File: src/verilog/sysex_fc_pkg.sv
//----------------------------------------------------------------------
// Function
// Valid clear call erases addressed program name, then reports new state.
// Clear message: call address, clear function, number high/low, end, no data.
// Clear acts only on user programs 123 through 221.
// Reports use MIDI channel as device number; OMNI reports device number 1.
// Change class byte is 0001nnnn, nibble equals device number minus one.
// Undo call (0x11, 0x22, four zeros) acts as undo key, then reports.
// Compare call (0x11, 0x44, four zeros) acts as compare key, then reports.
// Event call accepted only with freeze effect loaded; acts as decrement key.
// Low nibble of event function: 0 freeze play, 1 freeze record.
// Event call for a mismatched effect type is ignored entirely.
// Event key-state byte 0 is release, 1 press; effect number byte zero.
// Attribute call (0x14, 0x04, number) sets protect, then reports.
// Attribute data 0x0001 protected, 0x0000 normal; programs 1-122 report only.
// Attribute query (class 0011nnnn, no data) answered by attribute change.
//----------------------------------------------------------------------
package sysex_fc_pkg;

  // Framing and class codes.
  localparam logic [7:0] SOX_BYTE = 8'hf0;
  localparam logic [7:0] EOX_BYTE = 8'hf7;
  localparam logic [3:0] CLASS_CHANGE = 4'h1;
  localparam logic [3:0] CLASS_QUERY = 4'h3;

  // Address bytes of the supported function calls.
  localparam logic [7:0] ADDR_PROG_CALL = 8'h10;
  localparam logic [7:0] FUNC_CLEAR = 8'h64;
  localparam logic [7:0] ADDR_KEY_CALL = 8'h11;
  localparam logic [7:0] FUNC_UNDO = 8'h22;
  localparam logic [7:0] FUNC_COMPARE = 8'h44;
  localparam logic [7:0] ADDR_EVENT_CALL = 8'h12;
  localparam logic [3:0] EVENT_PLAY = 4'h0;
  localparam logic [3:0] EVENT_RECORD = 4'h1;
  localparam logic [7:0] ADDR_ATTR_CALL = 8'h14;
  localparam logic [7:0] FUNC_ATTR = 8'h04;

  // Program number ranges.
  localparam logic [13:0] PROG_FIRST = 14'h0001;
  localparam logic [13:0] USER_FIRST = 14'h007b;
  localparam logic [13:0] PROG_LAST = 14'h00dd;

  // Body lengths between the start and end bytes.
  localparam logic [3:0] BODY_SHORT = 4'h8;
  localparam logic [3:0] BODY_LONG = 4'ha;

  // Device nibble used while the channel setting is OMNI.
  localparam logic [3:0] OMNI_NIBBLE = 4'h0;

  // Address, number and data bytes of a pending report.
  typedef struct packed {
    logic [7:0] addr_hi;
    logic [7:0] addr_lo;
    logic [7:0] num_hi;
    logic [7:0] num_lo;
    logic [7:0] data_hi;
    logic [7:0] data_lo;
    logic has_data;
  } report_t;

  typedef enum logic [1:0] {
    RX_HUNT = 2'b00,
    RX_BODY = 2'b01,
    RX_SKIP = 2'b10
  } rx_state_t;

  typedef enum logic {
    TX_IDLE = 1'b0,
    TX_SEND = 1'b1
  } tx_state_t;

endpackage

File: src/verilog/sysex_function_call_handler.sv
`timescale 1ns/100ps
module sysex_function_call_handler
  import sysex_fc_pkg::*;
#(
  parameter logic [7:0] MAKER_ID = 8'h7d,   // Arbitrary value.
  parameter logic [7:0] GROUP_ID = 8'h01,   // Arbitrary value.
  parameter logic [7:0] MODEL_ID = 8'h02    // Arbitrary value.
) (
  // Clock and reset.
  input wire logic CORE_CLK_IN,
  input wire logic RESET_N_IN,
  // Received message bytes.
  input wire logic RX_VALID_IN,
  input wire logic [7:0] RX_DATA_IN,
  // Report bytes out.
  output logic TX_VALID_OUT,
  output logic [7:0] TX_DATA_OUT,
  input wire logic TX_READY_IN,
  // Device settings.
  input wire logic [3:0] MIDI_CHANNEL_IN,
  input wire logic OMNI_IN,
  input wire logic FREEZE_LOADED_IN,
  // Actions on the effect engine.
  output logic NAME_CLEAR_OUT,
  output logic [13:0] NAME_CLEAR_PROG_OUT,
  output logic UNDO_KEY_OUT,
  output logic COMPARE_KEY_OUT,
  output logic DECREMENT_KEY_OUT,
  output logic EVENT_RECORD_OUT,
  output logic KEY_PRESS_OUT,
  output logic BUSY_OUT
);

  //--------------------------------------------------------------------
  // Reset release
  //--------------------------------------------------------------------
  logic [1:0] rst_sync_ff;
  logic rst_n;

  // The reset is released through two flip-flops.
  always_ff @(posedge CORE_CLK_IN or negedge RESET_N_IN) begin
    if (!RESET_N_IN) begin
      rst_sync_ff <= 2'b00;
    end else begin
      rst_sync_ff <= {rst_sync_ff[0], 1'b1};
    end
  end
  assign rst_n = rst_sync_ff[1];

  //--------------------------------------------------------------------
  // Message capture
  //--------------------------------------------------------------------
  rx_state_t rx_state_ff;
  logic [3:0] rx_cnt_ff;
  logic [7:0] body_ff [0:9];
  tx_state_t tx_state_ff;

  // Bytes after the start byte are stored; a status byte ends the body.
  always_ff @(posedge CORE_CLK_IN or negedge rst_n) begin
    if (!rst_n) begin
      rx_state_ff <= RX_HUNT;
      rx_cnt_ff <= 4'h0;
    end else if (RX_VALID_IN) begin
      if (RX_DATA_IN == SOX_BYTE) begin
        rx_state_ff <= RX_BODY;
        rx_cnt_ff <= 4'h0;
      end else if (RX_DATA_IN[7]) begin
        rx_state_ff <= RX_HUNT;
      end else if (rx_state_ff == RX_BODY) begin
        if (rx_cnt_ff == BODY_LONG) begin
          rx_state_ff <= RX_SKIP;   // Too long for any supported call.
        end else begin
          rx_cnt_ff <= rx_cnt_ff + 4'h1;
        end
      end
    end
  end

  // Body byte storage.
  always_ff @(posedge CORE_CLK_IN) begin
    if (RX_VALID_IN && !RX_DATA_IN[7] && rx_state_ff == RX_BODY &&
        rx_cnt_ff != BODY_LONG) begin
      body_ff[rx_cnt_ff] <= RX_DATA_IN;
    end
  end

  //--------------------------------------------------------------------
  // Decode
  //--------------------------------------------------------------------
  logic [3:0] dev_nibble;
  logic eom;
  logic hdr_ok;
  logic is_change;
  logic is_query;
  logic [13:0] prog;
  logic prog_ok;
  logic user_prog;
  logic data_zero;
  logic is_clear;
  logic is_undo;
  logic is_compare;
  logic is_event;
  logic is_attr_set;
  logic is_attr_query;
  logic accept;
  logic [255:0] protect_ff;
  logic attr_bit;

  // Device number is the channel, or 1 while OMNI.
  assign dev_nibble = OMNI_IN ? OMNI_NIBBLE : MIDI_CHANNEL_IN;
  assign eom = RX_VALID_IN && RX_DATA_IN == EOX_BYTE && rx_state_ff == RX_BODY;
  assign hdr_ok = body_ff[0] == MAKER_ID && body_ff[2] == GROUP_ID &&
                  body_ff[3] == MODEL_ID &&
                  (OMNI_IN || body_ff[1][3:0] == dev_nibble);
  assign is_change = body_ff[1][7:4] == CLASS_CHANGE;
  assign is_query = body_ff[1][7:4] == CLASS_QUERY;
  assign prog = {body_ff[6][6:0], body_ff[7][6:0]};
  assign prog_ok = prog >= PROG_FIRST && prog <= PROG_LAST;
  assign user_prog = prog >= USER_FIRST && prog <= PROG_LAST;
  assign data_zero = body_ff[8] == 8'h00 && body_ff[9] == 8'h00;

  // Clear call: address, function, number, no data.
  assign is_clear = is_change && rx_cnt_ff == BODY_SHORT &&
                    body_ff[4] == ADDR_PROG_CALL && body_ff[5] == FUNC_CLEAR &&
                    user_prog;

  // Key calls carry four zero bytes.
  assign is_undo = is_change && rx_cnt_ff == BODY_LONG &&
                   body_ff[4] == ADDR_KEY_CALL && body_ff[5] == FUNC_UNDO &&
                   body_ff[6] == 8'h00 && body_ff[7] == 8'h00 && data_zero;
  assign is_compare = is_change && rx_cnt_ff == BODY_LONG &&
                      body_ff[4] == ADDR_KEY_CALL && body_ff[5] == FUNC_COMPARE &&
                      body_ff[6] == 8'h00 && body_ff[7] == 8'h00 && data_zero;

  // Event call only with a freeze effect and a known function.
  assign is_event = is_change && rx_cnt_ff == BODY_LONG &&
                    body_ff[4] == ADDR_EVENT_CALL && body_ff[5][7:4] == 4'h0 &&
                    (body_ff[5][3:0] == EVENT_PLAY || body_ff[5][3:0] == EVENT_RECORD) &&
                    body_ff[6] == 8'h00 && body_ff[7][7:1] == 7'h00 &&
                    body_ff[8] == 8'h00 && body_ff[9] == 8'h00 &&
                    FREEZE_LOADED_IN;

  // Attribute calls and queries.
  assign is_attr_set = is_change && rx_cnt_ff == BODY_LONG &&
                       body_ff[4] == ADDR_ATTR_CALL && body_ff[5] == FUNC_ATTR &&
                       prog_ok && body_ff[8] == 8'h00 &&
                       body_ff[9][7:1] == 7'h00;
  assign is_attr_query = is_query && rx_cnt_ff == BODY_SHORT &&
                         body_ff[4] == ADDR_ATTR_CALL && body_ff[5] == FUNC_ATTR &&
                         prog_ok;

  assign accept = eom && hdr_ok && tx_state_ff == TX_IDLE;

  // Reported protect value; read-only programs keep their stored value.
  assign attr_bit = (is_attr_set && user_prog) ? body_ff[9][0] :
                    protect_ff[prog[7:0]];

  //--------------------------------------------------------------------
  // Protect memory
  //--------------------------------------------------------------------
  always_ff @(posedge CORE_CLK_IN or negedge rst_n) begin
    if (!rst_n) begin
      protect_ff <= '0;
    end else if (accept && is_attr_set && user_prog) begin
      protect_ff[prog[7:0]] <= body_ff[9][0];
    end
  end

  //--------------------------------------------------------------------
  // Engine actions
  //--------------------------------------------------------------------
  // One-cycle action pulses.
  always_ff @(posedge CORE_CLK_IN or negedge rst_n) begin
    if (!rst_n) begin
      NAME_CLEAR_OUT <= 1'b0;
      UNDO_KEY_OUT <= 1'b0;
      COMPARE_KEY_OUT <= 1'b0;
      DECREMENT_KEY_OUT <= 1'b0;
    end else begin
      NAME_CLEAR_OUT <= accept && is_clear;
      UNDO_KEY_OUT <= accept && is_undo;
      COMPARE_KEY_OUT <= accept && is_compare;
      DECREMENT_KEY_OUT <= accept && is_event;
    end
  end

  // Qualifiers that stand with the pulses until the next action of the same kind.
  always_ff @(posedge CORE_CLK_IN or negedge rst_n) begin
    if (!rst_n) begin
      NAME_CLEAR_PROG_OUT <= 14'h0000;
      EVENT_RECORD_OUT <= 1'b0;
      KEY_PRESS_OUT <= 1'b0;
    end else if (accept && is_clear) begin
      NAME_CLEAR_PROG_OUT <= prog;
    end else if (accept && is_event) begin
      EVENT_RECORD_OUT <= body_ff[5][3:0] == EVENT_RECORD;
      KEY_PRESS_OUT <= body_ff[7][0];
    end
  end

  //--------------------------------------------------------------------
  // Report transmitter
  //--------------------------------------------------------------------
  report_t rep_ff;
  report_t nxt_rep;
  logic start;
  logic [3:0] tx_idx_ff;

  // Report contents for each accepted clear, key and attribute call; event calls send no report.
  always_comb begin
    nxt_rep = '0;
    start = 1'b0;
    if (is_clear) begin
      nxt_rep = {ADDR_PROG_CALL, FUNC_CLEAR, body_ff[6], body_ff[7], 16'h0000, 1'b0};
      start = 1'b1;
    end else if (is_undo || is_compare) begin
      nxt_rep = {ADDR_KEY_CALL, body_ff[5], 32'h00000000, 1'b1};
      start = 1'b1;
    end else if (is_attr_set || is_attr_query) begin
      nxt_rep = {ADDR_ATTR_CALL, FUNC_ATTR, body_ff[6], body_ff[7], 8'h00,
                 {7'h00, attr_bit}, 1'b1};
      start = 1'b1;
    end
  end

  // Byte of the report at a given position.
  function automatic logic [7:0] report_byte(input report_t r, input logic [3:0] idx,
                                             input logic [3:0] nib);
    logic [7:0] b;
    b = EOX_BYTE;
    unique case (idx)
      4'h1: b = MAKER_ID;
      4'h2: b = {CLASS_CHANGE, nib};
      4'h3: b = GROUP_ID;
      4'h4: b = MODEL_ID;
      4'h5: b = r.addr_hi;
      4'h6: b = r.addr_lo;
      4'h7: b = r.num_hi;
      4'h8: b = r.num_lo;
      4'h9: b = r.has_data ? r.data_hi : EOX_BYTE;
      4'ha: b = r.data_lo;
      default: b = EOX_BYTE;
    endcase
    return b;
  endfunction

  // Report latch.
  always_ff @(posedge CORE_CLK_IN or negedge rst_n) begin
    if (!rst_n) begin
      rep_ff <= '0;
    end else if (accept && start) begin
      rep_ff <= nxt_rep;
    end
  end

  // Byte sequencer with a valid and ready handshake.
  always_ff @(posedge CORE_CLK_IN or negedge rst_n) begin
    if (!rst_n) begin
      tx_state_ff <= TX_IDLE;
      tx_idx_ff <= 4'h0;
      TX_VALID_OUT <= 1'b0;
      TX_DATA_OUT <= 8'h00;
      BUSY_OUT <= 1'b0;
    end else begin
      unique case (tx_state_ff)
        TX_IDLE: begin
          if (accept && start) begin
            tx_state_ff <= TX_SEND;
            tx_idx_ff <= 4'h1;
            TX_VALID_OUT <= 1'b1;
            TX_DATA_OUT <= SOX_BYTE;
            BUSY_OUT <= 1'b1;
          end
        end
        TX_SEND: begin
          if (TX_READY_IN) begin
            if (TX_DATA_OUT == EOX_BYTE) begin
              tx_state_ff <= TX_IDLE;
              TX_VALID_OUT <= 1'b0;
              BUSY_OUT <= 1'b0;
            end else begin
              TX_DATA_OUT <= report_byte(rep_ff, tx_idx_ff, dev_nibble);
              tx_idx_ff <= tx_idx_ff + 4'h1;
            end
          end
        end
      endcase
    end
  end

endmodule
File: config.mk
export PLATFORM = sky130hd
export DESIGN_NAME = sysex_function_call_handler
export DESIGN_NICKNAME = d
export VERILOG_FILES = /design/src/verilog/sysex_fc_pkg.sv /design/src/verilog/sysex_function_call_handler.sv
export SDC_FILE = /design/constraint.sdc
export NUM_CORES = 1
export LEC_CHECK = 0
export ABC_AREA = 1
export BUFFER_PORTS_ARGS = -buffer_cell sky130_fd_sc_hd__buf_4
export CAP_MARGIN = 40
export CELL_PAD_IN_SITES_DETAIL_PLACEMENT = 0
export CELL_PAD_IN_SITES_GLOBAL_PLACEMENT = 2
export CORE_AREA = 2 2 273 275
export CTS_CLUSTER_DIAMETER = 120
export DETAILED_ROUTE_END_ITERATION = 7
export DIE_AREA = 0 0 275 277
export GPL_TIMING_DRIVEN = 0
export PLACE_DENSITY = 0.62
export SLEW_MARGIN = 20
export SYNTH_ARGS = -nofsm -noshare
export SYNTH_HDL_FRONTEND = slang
export SYNTH_SLANG_ARGS = --single-unit
File: constraint.sdc
create_clock -name CORE_CLK_IN -period 11.78 [get_ports CORE_CLK_IN]
set_clock_uncertainty 0.1 [all_clocks]
set_input_delay 0 -clock CORE_CLK_IN [delete_from_list [all_inputs] [get_ports CORE_CLK_IN]]
set_output_delay 0 -clock CORE_CLK_IN [all_outputs]
set_load 0.02 [all_outputs]
==> metrics.cfg, run 1 <==
[power]
p_int_uw = 2460
switching_power_uw = 805
ir_drop_v = 0.0000839
p_seq_frac = 0.456
pwr_density_cell_mw_per_mm2 = 144
p_clk_frac = 0.468
p_leak_uw = 0.0107
share_comb_of_total_power = 0.077
swShare = 0.247

[detailed_routing]
drt_iter0_drc = 964
totalWireLength_um = 58600
antenna_left = 0
viasPerCell = 4.24
drc = 0
num_vias = 14563
drt_pass1_iterations = 5
drt-wirelength-per-cell_um = 17.0

[sta]
drv_slew = 0
fmax_ghz = 0.297
setup_viol = 0
worst_slack_ps = 8420
fin_crit_ps = 3360
period_share = 0.285
tightest_slew_ps = 855
rsz0062_at_grt = no
slew_headroom = 0.430
hold_viol = 0

[synth]
synth_top_flop_cell = dfrtp_1
synth_simple_gate_area_frac = 0.278
synth_cell_types = 45
synth_top_family_by_area = simple AND/OR/NAND/NOR gates
synth_xor_area_frac = 0.00278
synthAdderAreaFrac = 0.00529
syn-num-nets = 2326
synth_seq_cells = 407
synth_edf_count = 80
synth_mux_area_frac = 0.000595
netlist_instances = 2300
synth-compound-area-share = 0.0523
async_flop_share = 0.803
syn_area_mm2 = 0.0189
seq_area_frac_synth = 0.560
avgSynthCellArea_um2 = 8.22
yosysWarnings = 0

[global_routing]
grt_max_degree = 54
grt_pass1_vias = 14725
overflow = 0
grt_util_all_layers = 0.157
met1_usage = 0.224
grt_pass1_wl_um = 91200
met2_usage = 0.251
busiest_layer = met2
met3_usage = 0.0204
antenna_found_initial = 0

[floorplan]
fp.dieH_um = 277
start_util = 0.257
coreArea_mm2 = 0.0736
die_w_um = 275
die_area_mm2 = 0.0762
rows = 100
io_pins = 48

[setup_path]
startpoint_type = flip-flop
path_class = flip-flop to flip-flop
critPathRequiredTime_ps = 12160
crit_path_max_fanout = 9
critPathArrivalTime_ps = 3740
reg2reg_depth = 12
ff2ff_setup_slack_ps = 8420
endpoint_kind = flip-flop

[placement]
gp_congestion = 0.808
numPlacedInstances = 3335
dp_hpwl_um = 41900
place_area_mm2 = 0.0208
dpl_worst_slack_ps = 8490
portBuffers = 47

[clock_network]
clk_pin_slew_worst_paths_ps = 60
root_buffer = clkbuf_16
cts_resized = 0
clockBufferDepth = 3
cts_buffers = 49
cts_tree = built
htreeDepth = 2
cts.sinks = 407
clk-insertion-delay-late_ps = 600

[flow_run]
drv_cap = 0

[finish]
final_common_cell = nand2_1
fin_cells = 3438
fin_nets = 2459
syn_to_final_growth_pct = 19.3
diodes = 0
drive_gt1_frac = 0.106
final_cell_mix = nand2_1 (541), nor2_1 (426), dfrtp_1 (326)
n_fill_cell = 7934
final_area_mm2 = 0.0226

[run_status]
status = finished clean

[min_path]
whs_path_depth = 7
min_path_type = input pin to flip-flop

[layer usage]
metal  share of wire  vias up
met4           0.021        0
met3           0.031       82
met2            0.46      192
li1                -     7293
met5               0        -
met1            0.49     6996
[critical path, stage by stage, from the launching register on]
cell and delay [ps]:
edfxtp_1 440, inv_2 250, nand2_1 430, nor2_1 280, a21oi_1 110, o21ai_2 130, nand3_4 140, nor2_8 200
nand2_8 110, nor2_2 460, inv_2 190, nor3_1 310, nor2_1 80
[cells by family after synthesis]
| family | after synthesis |
|---|---|
| AND/OR/NAND/NOR | 1198 |
| buffers and inverters | 496 |
| flip-flops | 407 |
| AO/OA/AOI/OAI | 183 |
| adder cells (fa/ha/maj) | 8 |
| XOR/XNOR | 6 |
| other | 1 |
| multiplexers | 1 |
[area by class of cell]
type	count	area, um^2	share of cell area
clock buffers	74	1470	0.0652
multi-input cells	1397	6440	0.285
plain buffers	232	920	0.0408
repair buffers	82	802	0.0355
flip-flops and latches	407	10600	0.469
inverters	264	991	0.0439
clock inverters	13	141	0.00627
well taps	969	1210	0.0537
[sequential cells by signal, summed over array words and instances (netlist names), 2 cells and up]
signal / cells
protect_ff: 256
body_ff: 80
rep_ff: 29
NAME_CLEAR_PROG_OUT: 14
TX_DATA_OUT: 8
rx_cnt_ff: 4
tx_idx_ff: 4
rst_sync_ff: 2
rx_state_ff: 2
[metrics by stage]
stage	hold slack (ps)	utilization	TNS [ps]	power, uW
6_report	25.9	0.307	0	3260
5_1_grt	104	0.307	0	3400
4_1_cts	3.85	0.307	0	3320
3_5_place_dp	-314	0.283	0	1760
3_3_place_gp	-318	0.278	-929340	1750
2_1_floorplan	-396	-	0	1660
[power groups by stage]
stage | clock [uW] | sequential, uW | combinational [uW]
2_1_floorplan | 0 | 1540 | 123
6_report | 1520 | 1490 | 251
3_3_place_gp | 0 | 1530 | 217
5_1_grt | 1630 | 1490 | 281
3_5_place_dp | 0 | 1510 | 248
4_1_cts | 1580 | 1490 | 253
[what timing repair did]
action / CTS / global route
setup endpoints to repair: 0 / 0
hold buffers: 16 / 0
endpoints found under the hold margin: 97 / 0
buffers inserted: 0 / 0
[worst paths after layout]
path	startpoint	endpoint
max	body_ff[7][1]	protect_ff[127]
min	MIDI_CHANNEL_IN[3]	TX_DATA_OUT[3]
max reg2reg	body_ff[7][1]	protect_ff[127]
min reg2reg	rst_sync_ff[1]	protect_ff[105]
max in group asynchronous	rst_sync_ff[1]	tx_state_ff
min in group asynchronous	RESET_N_IN	rst_sync_ff[1]
[synth_stat cells, drive strengths merged (4+ instances only)]
library cell | count | share of area
clkbuf | 206 | 0.041
o21bai | 11 | 0.0044
nand3 | 54 | 0.015
dfrtp | 327 | 0.43
nor3 | 117 | 0.041
o21ai | 46 | 0.013
a21oi | 106 | 0.028
inv | 263 | 0.052
nor4 | 14 | 0.0046
edfxtp | 80 | 0.13
nand2 | 545 | 0.11
o22ai | 10 | 0.0033
buf | 26 | 0.0077
a31oi | 4 | 0.0013
nor2 | 450 | 0.10
ha | 8 | 0.0053
or2 | 4 | 0.0013
nand4 | 9 | 0.0030
xnor2 | 4 | 0.0019
No activity file was read; power rests on OpenSTA's default activity.
==> run 2, diff against run 1 <==
==> constraint.sdc (replaced) <==
create_clock -name CORE_CLK_IN -period 3.23 [get_ports CORE_CLK_IN]
set_clock_uncertainty 0.1 [all_clocks]
set_input_delay 0 -clock CORE_CLK_IN [delete_from_list [all_inputs] [get_ports CORE_CLK_IN]]
set_output_delay 0 -clock CORE_CLK_IN [all_outputs]
set_load 0.02 [all_outputs]
==> run 2 against run 1 <==
  * Final area grew 0.24%
  * Routed wire length is essentially flat
  * Fmax grew 9.6%
  * Setup slack lost 8300 ps
  * Global-route usage grew 0.075 points
  * Core utilization grew 0.075 points
  * Final cell count grew 0.15%
  * Sequential share of layout area shrank 0.11 points
  * Clock power grew to 3.6 times the previous value
  * Critical endpoint is now rep_ff[1]
  * Largest cell class unchanged
==> metrics.cfg, run 2 (synthesis gave the netlist of run 1 again) <==
[detailed_routing]
drt-wirelength-per-cell_um = 17.0  ; about the same
drt_pass1_iterations = 5  ; unchanged
antenna_left = 0  ; unchanged
drc = 0  ; unchanged
viasPerCell = 4.26  ; was 4.24
totalWireLength_um = 58500  ; was 58600 um
num_vias = 14654  ; was 14563
drt_iter0_drc = 878  ; was 964

[setup_path]
path_class = flip-flop to flip-flop  ; unchanged
startpoint_type = flip-flop  ; unchanged
critPathRequiredTime_ps = 3660  ; was 12160 ps
endpoint_kind = flip-flop  ; unchanged
crit_path_max_fanout = 10  ; was 9
critPathArrivalTime_ps = 3500  ; was 3740 ps

[floorplan]
io_pins = 48  ; unchanged
rows = 100  ; unchanged
start_util = 0.257  ; unchanged
fp.dieH_um = 277  ; unchanged
die_w_um = 275  ; unchanged
coreArea_mm2 = 0.0736  ; unchanged
die_area_mm2 = 0.0762  ; unchanged

[clock_network]
clk_pin_slew_worst_paths_ps = 70  ; was 60 ps
cts_buffers = 49  ; unchanged
root_buffer = clkbuf_16  ; unchanged
clockBufferDepth = 3  ; unchanged
cts_tree = built  ; unchanged
clk-insertion-delay-late_ps = 590  ; was 600 ps
htreeDepth = 2  ; unchanged
cts.sinks = 407  ; unchanged

[min_path]
min_path_type = input pin to flip-flop  ; unchanged

[global_routing]
antenna_found_initial = 0  ; unchanged
grt_max_degree = 56  ; was 54
grt_pass1_wl_um = 91600  ; was 91200 um
grt_pass1_vias = 14985  ; was 14725
overflow = 0  ; unchanged
grt_util_all_layers = 0.158  ; was 0.157

[sta]
setup_viol = 0  ; unchanged
rsz0062_at_grt = yes  ; was no
period_share = 0.950  ; was 0.285
worst_slack_ps = 161  ; was 8420 ps
hold_viol = 0  ; unchanged
tightest_slew_ps = 815  ; was 855 ps
fmax_ghz = 0.326  ; was 0.297 GHz
slew_headroom = 0.455  ; was 0.430
fin_crit_ps = 3070  ; was 3360 ps
drv_slew = 0  ; unchanged

[finish]
top_register = protect_ff  ; unchanged
fin_nets = 2461  ; was 2459
utilization = 0.307  ; about the same
syn_to_final_growth_pct = 19.6  ; was 19.3%
final_common_cell = nand2_1  ; unchanged
final_area_mm2 = 0.0226  ; about the same
reg.largest.list = protect_ff (256), body_ff (80), rep_ff (29)  ; unchanged
final_cell_mix = nand2_1 (538), nor2_1 (425), dfrtp_1 (326)  ; was nand2_1 (541), nor2_1 (426), dfrtp_1 (326)
fin_cells = 3443  ; was 3438
drive_gt1_frac = 0.110  ; was 0.106
largest_reg_flops = 256  ; unchanged

[power]
pwr_density_cell_mw_per_mm2 = 524  ; was 144 mW/mm^2
switching_power_uw = 2920  ; was 805 uW
swShare = 0.247  ; about the same
p_clk_frac = 0.466  ; was 0.468
p_int_uw = 8930  ; was 2460 uW
share_comb_of_total_power = 0.077  ; about the same
p_seq_frac = 0.457  ; was 0.456
power_uw = 11900  ; was 3260 uW
p_leak_uw = 0.0107  ; about the same
ir_drop_v = 0.000327  ; was 0.0000839 V

[placement]
gp_congestion = 0.806  ; was 0.808
dp_hpwl_um = 41900  ; about the same
place_area_mm2 = 0.0208  ; unchanged
portBuffers = 47  ; unchanged
dpl_worst_slack_ps = -92.7  ; was 8490 ps
numPlacedInstances = 3335  ; unchanged

[run_status]
status = finished clean  ; unchanged

[flow_run]
drv_cap = 0  ; unchanged

-- run 2: power groups by stage --
stage               registers (uW)  logic (uW)  clock network, uW
floorplan                     5600         450                  0
global placement              5590         792                  0
detailed placement            5510         908                  0
CTS                           5420         925               5720
global route                  5430        1030               5930
finish                        5420         917               5520
-- run 2: worst max-delay path, stage by stage, from the launching register on --
cell,delay [ps]
edfxtp_1,450
clkbuf_4,260
inv_1,200
clkbuf_4,290
buf_4,260
nor2_1,70
o21bai_1,150
nand2_1,80
nand2_1,70
nand2_1,50
nor2_1,210
nor2_1,70
nor2_1,120
nand2_1,110
nand2_1,70
nand2_1,50
o21bai_1,220
nand2_1,90
nand2_1,70
-- run 2: final timing paths --
check | start | to | slack [ps] | cells after the start
hold reg to reg | rst_sync_ff[1] | protect_ff[72] | 110 | 0
min in group asynchronous | rst_sync_ff[1] | protect_ff[72] | 110 | 0
max in group asynchronous | rst_sync_ff[1] | TX_DATA_OUT[6] | 1720 | 3
setup reg to reg | body_ff[7][0] | rep_ff[1] | 160 | 18
hold / removal | MIDI_CHANNEL_IN[3] | TX_DATA_OUT[3] | 40 | 7
setup / recovery | body_ff[7][0] | rep_ff[1] | 160 | 18
-- run 2: repair_timing --
action	in CTS	in global routing
pin swaps	1	1
gates resized for setup	6	15
buffers inserted	1	0
endpoints found under the hold margin	97	0
setup endpoints to repair	9	36
gates cloned	0	0
hold buffers	16	0
-- run 2: layer usage --
metal  GRT usage  vias to the layer above  wire, um
met4      0.0416                        0      1220
met1       0.222                     7081     28200
met2       0.254                      207     27000
li1            -                     7297         -
met3      0.0210                       69      2070
met5           0                        -         0
-- run 2: final cells by class --
type                    instances  area [um^2]
well taps                     969         1210
clock inverters                20          195
flip-flops and latches        407        10600
repair buffers                 84          821
fillers                      7901        51000
clock buffers                  69         1410
plain buffers                 232          936
inverters                     264          993
diodes                          1         2.50
multi-input cells            1397         6460
-- run 2: through the flow --
step	hold slack, ps	TNS [ps]
2_1_floorplan	-396	-35930
3_3_place_gp	-318	-531980
3_5_place_dp	-316	-185
4_1_cts	19.0	-11.2
5_1_grt	112	-40.2
6_report	38.2	0
==> run 3, diff against run 2 <==
--- a/config.mk
+++ b/config.mk
@@ -8,14 +8,12 @@
 export ABC_AREA = 1
 export BUFFER_PORTS_ARGS = -buffer_cell sky130_fd_sc_hd__buf_4
 export CAP_MARGIN = 40
-export CELL_PAD_IN_SITES_DETAIL_PLACEMENT = 0
-export CELL_PAD_IN_SITES_GLOBAL_PLACEMENT = 2
 export CORE_AREA = 2 2 273 275
 export CTS_CLUSTER_DIAMETER = 120
 export DETAILED_ROUTE_END_ITERATION = 7
 export DIE_AREA = 0 0 275 277
 export GPL_TIMING_DRIVEN = 0
-export PLACE_DENSITY = 0.62
+export PLACE_DENSITY = 0.45
 export SLEW_MARGIN = 20
 export SYNTH_ARGS = -nofsm -noshare
 export SYNTH_HDL_FRONTEND = slang
==> run 3 against run 2 <==
  * Die area unchanged
  * Combinational power down 4.0%
  * Sequential power hardly changed
  * Core utilization shrank 0.16 points
  * First-iteration DRC count is 7.5% lower
  * Highest routed layer unchanged
  * Count of clock-buffer cells in the layout increased by 2
  * Routed wire length is 9.2% lower
  * Final area is 0.52% lower
  * Largest power group is now sequential cells
  * Non-clock buffer count fell by 4
  * Fmax increased by 1.3%
==> metrics.cfg, run 3 (synthesis gave the netlist of run 1 again) <==
[floorplan]
rows = 100  ; unchanged
coreArea_mm2 = 0.0736  ; unchanged
die_area_mm2 = 0.0762  ; unchanged
die_w_um = 275  ; unchanged
fp.dieH_um = 277  ; unchanged
io_pins = 48  ; unchanged
start_util = 0.257  ; unchanged

[detailed_routing]
drt-wirelength-per-cell_um = 15.5  ; was 17.0 um
drt_iter0_drc = 812  ; was 878
totalWireLength_um = 53100  ; was 58500 um
antenna_left = 0  ; unchanged
viasPerCell = 4.27  ; was 4.26
drt_pass1_iterations = 5  ; unchanged
drc = 0  ; unchanged
num_vias = 14668  ; was 14654

[finish]
final_cell_mix = nand2_1 (538), nor2_1 (425), dfrtp_1 (326)  ; unchanged
final_common_cell = nand2_1  ; unchanged
reg.largest.list = protect_ff (256), body_ff (80), rep_ff (29)  ; unchanged
diodes = 0  ; was 1
fin_nets = 2455  ; was 2461
largest_reg_flops = 256  ; unchanged
syn_to_final_growth_pct = 19.0  ; was 19.6%
n_fill_cell = 7865  ; was 7901
final_area_mm2 = 0.0225  ; was 0.0226 mm^2
drive_gt1_frac = 0.107  ; was 0.110
top_register = protect_ff  ; unchanged

[global_routing]
grt_pass1_wl_um = 85100  ; was 91600 um
grt_pass1_vias = 14983  ; was 14985
overflow = 0  ; unchanged
grt_max_degree = 56  ; unchanged
grt_util_all_layers = 0.143  ; was 0.158
antenna_found_initial = 0  ; unchanged

[min_path]
min_path_type = input pin to flip-flop  ; unchanged
whs_path_depth = 7  ; unchanged
hold_start = MIDI_CHANNEL_IN[3]  ; unchanged

[power]
power_uw = 11700  ; was 11900 uW
ir_drop_v = 0.000411  ; was 0.000327 V
pwr_density_cell_mw_per_mm2 = 519  ; was 524 mW/mm^2
p_leak_uw = 0.0107  ; about the same

[sta]
setup_viol = 0  ; unchanged
tightest_slew_ps = 918  ; was 815 ps
period_share = 0.938  ; was 0.950
timing.setup.tns_ps = 0  ; unchanged
worst_slack_ps = 202  ; was 161 ps
hold_viol = 0  ; unchanged
slew_headroom = 0.388  ; was 0.455
rsz0062_at_grt = no  ; was yes
fmax_ghz = 0.330  ; was 0.326 GHz
fin_crit_ps = 3030  ; was 3070 ps
drv_slew = 0  ; unchanged

[clock_network]
root_buffer = clkbuf_16  ; unchanged
htreeDepth = 2  ; unchanged
clockBufferDepth = 3  ; unchanged
clk-insertion-delay-late_ps = 590  ; about the same
cts_tree = built  ; unchanged
cts_buffers = 47  ; was 49
clk_pin_slew_worst_paths_ps = 60  ; was 70 ps
cts.sinks = 407  ; unchanged

[setup_path]
startpoint_type = flip-flop  ; unchanged
r2r_start = body_ff[7][1]  ; was body_ff[7][0]
setup.worst_path.start = body_ff[7][1]  ; was body_ff[7][0]
reg2reg_depth = 12  ; was 18
crit_path_max_fanout = 9  ; was 10
critPathRequiredTime_ps = 3590  ; was 3660 ps
path_class = flip-flop to flip-flop  ; unchanged
endpoint_kind = flip-flop  ; unchanged
critPathArrivalTime_ps = 3390  ; was 3500 ps

[flow_run]
drv_cap = 0  ; unchanged

[placement]
gp_congestion = 0.855  ; was 0.806
portBuffers = 47  ; unchanged
dp_hpwl_um = 38300  ; was 41900 um
place_area_mm2 = 0.0207  ; was 0.0208 mm^2
dpl_worst_slack_ps = -53.2  ; was -92.7 ps

[run_status]
status = finished clean  ; unchanged

==> run 3: area by class of cell <==
class | count | area (um^2) | share of cell area
Multi-Input combinational cell | 1397 | 6460 | 0.287
Sequential cell | 407 | 10600 | 0.471
Clock buffer | 71 | 1380 | 0.0612
Tap cell | 969 | 1210 | 0.0539
Inverter | 264 | 991 | 0.0440
Buffer | 232 | 940 | 0.0418
Timing Repair Buffer | 80 | 749 | 0.0333
Clock inverter | 13 | 186 | 0.00829
==> run 3: layer usage <==
metal / routed length [um] / share of wire / global-route usage
met3: 2170 / 0.041 / 0.0214
met4: 1440 / 0.027 / 0.0419
met5: 0 / 0 / 0
met2: 25000 / 0.47 / 0.238
met1: 24500 / 0.46 / 0.192
==> run 3: per-stage QoR <==
stage	hold slack, ps	cells	util
after global routing	98.0	3433	0.306
after floorplan	-396	2300	-
after detailed placement	-313	3329	0.281
after CTS	5.54	3428	0.305
final	30.1	3433	0.306
after global placement	-316	3316	0.278
==> run 3: power by group <==
group | total [uW] | switching [uW] | internal [uW]
clock network | 5390 | 2140 | 3250
registers | 5420 | 92.6 | 5330
logic | 880 | 551 | 329
total | 11700 | 2780 | 8900
==> run 3: final timing paths <==
path / endpoint / slack (ps)
worst max register to register: protect_ff[127] / 200
worst min-delay path: TX_DATA_OUT[3] / 30
worst min register to register: protect_ff[10] / 250
min in group asynchronous: rst_sync_ff[1] / 180
worst max-delay path: protect_ff[127] / 200
max in group asynchronous: protect_ff[237] / 1450
==> run 3: repair_timing <==
item	4_1_cts	5_1_grt
cloned	0	0
hold buffers	15	0
gates resized for setup	5	15
setup buffers	0	3
endpoints found under the setup margin	1	134
endpoints found under the hold margin	97	0
pin swaps	0	1
==> run 3: critical path, cell delays in order, from the launching register on <==
cell and delay [ps]:
edfxtp_1 440, inv_2 290, nand2_2 300, nor2_1 230, a21oi_1 120, o21ai_2 130, nand3_4 140, nor2_8 200
nand2_8 110, nor2_2 400, inv_2 170, nor3_1 210, nor2_1 60
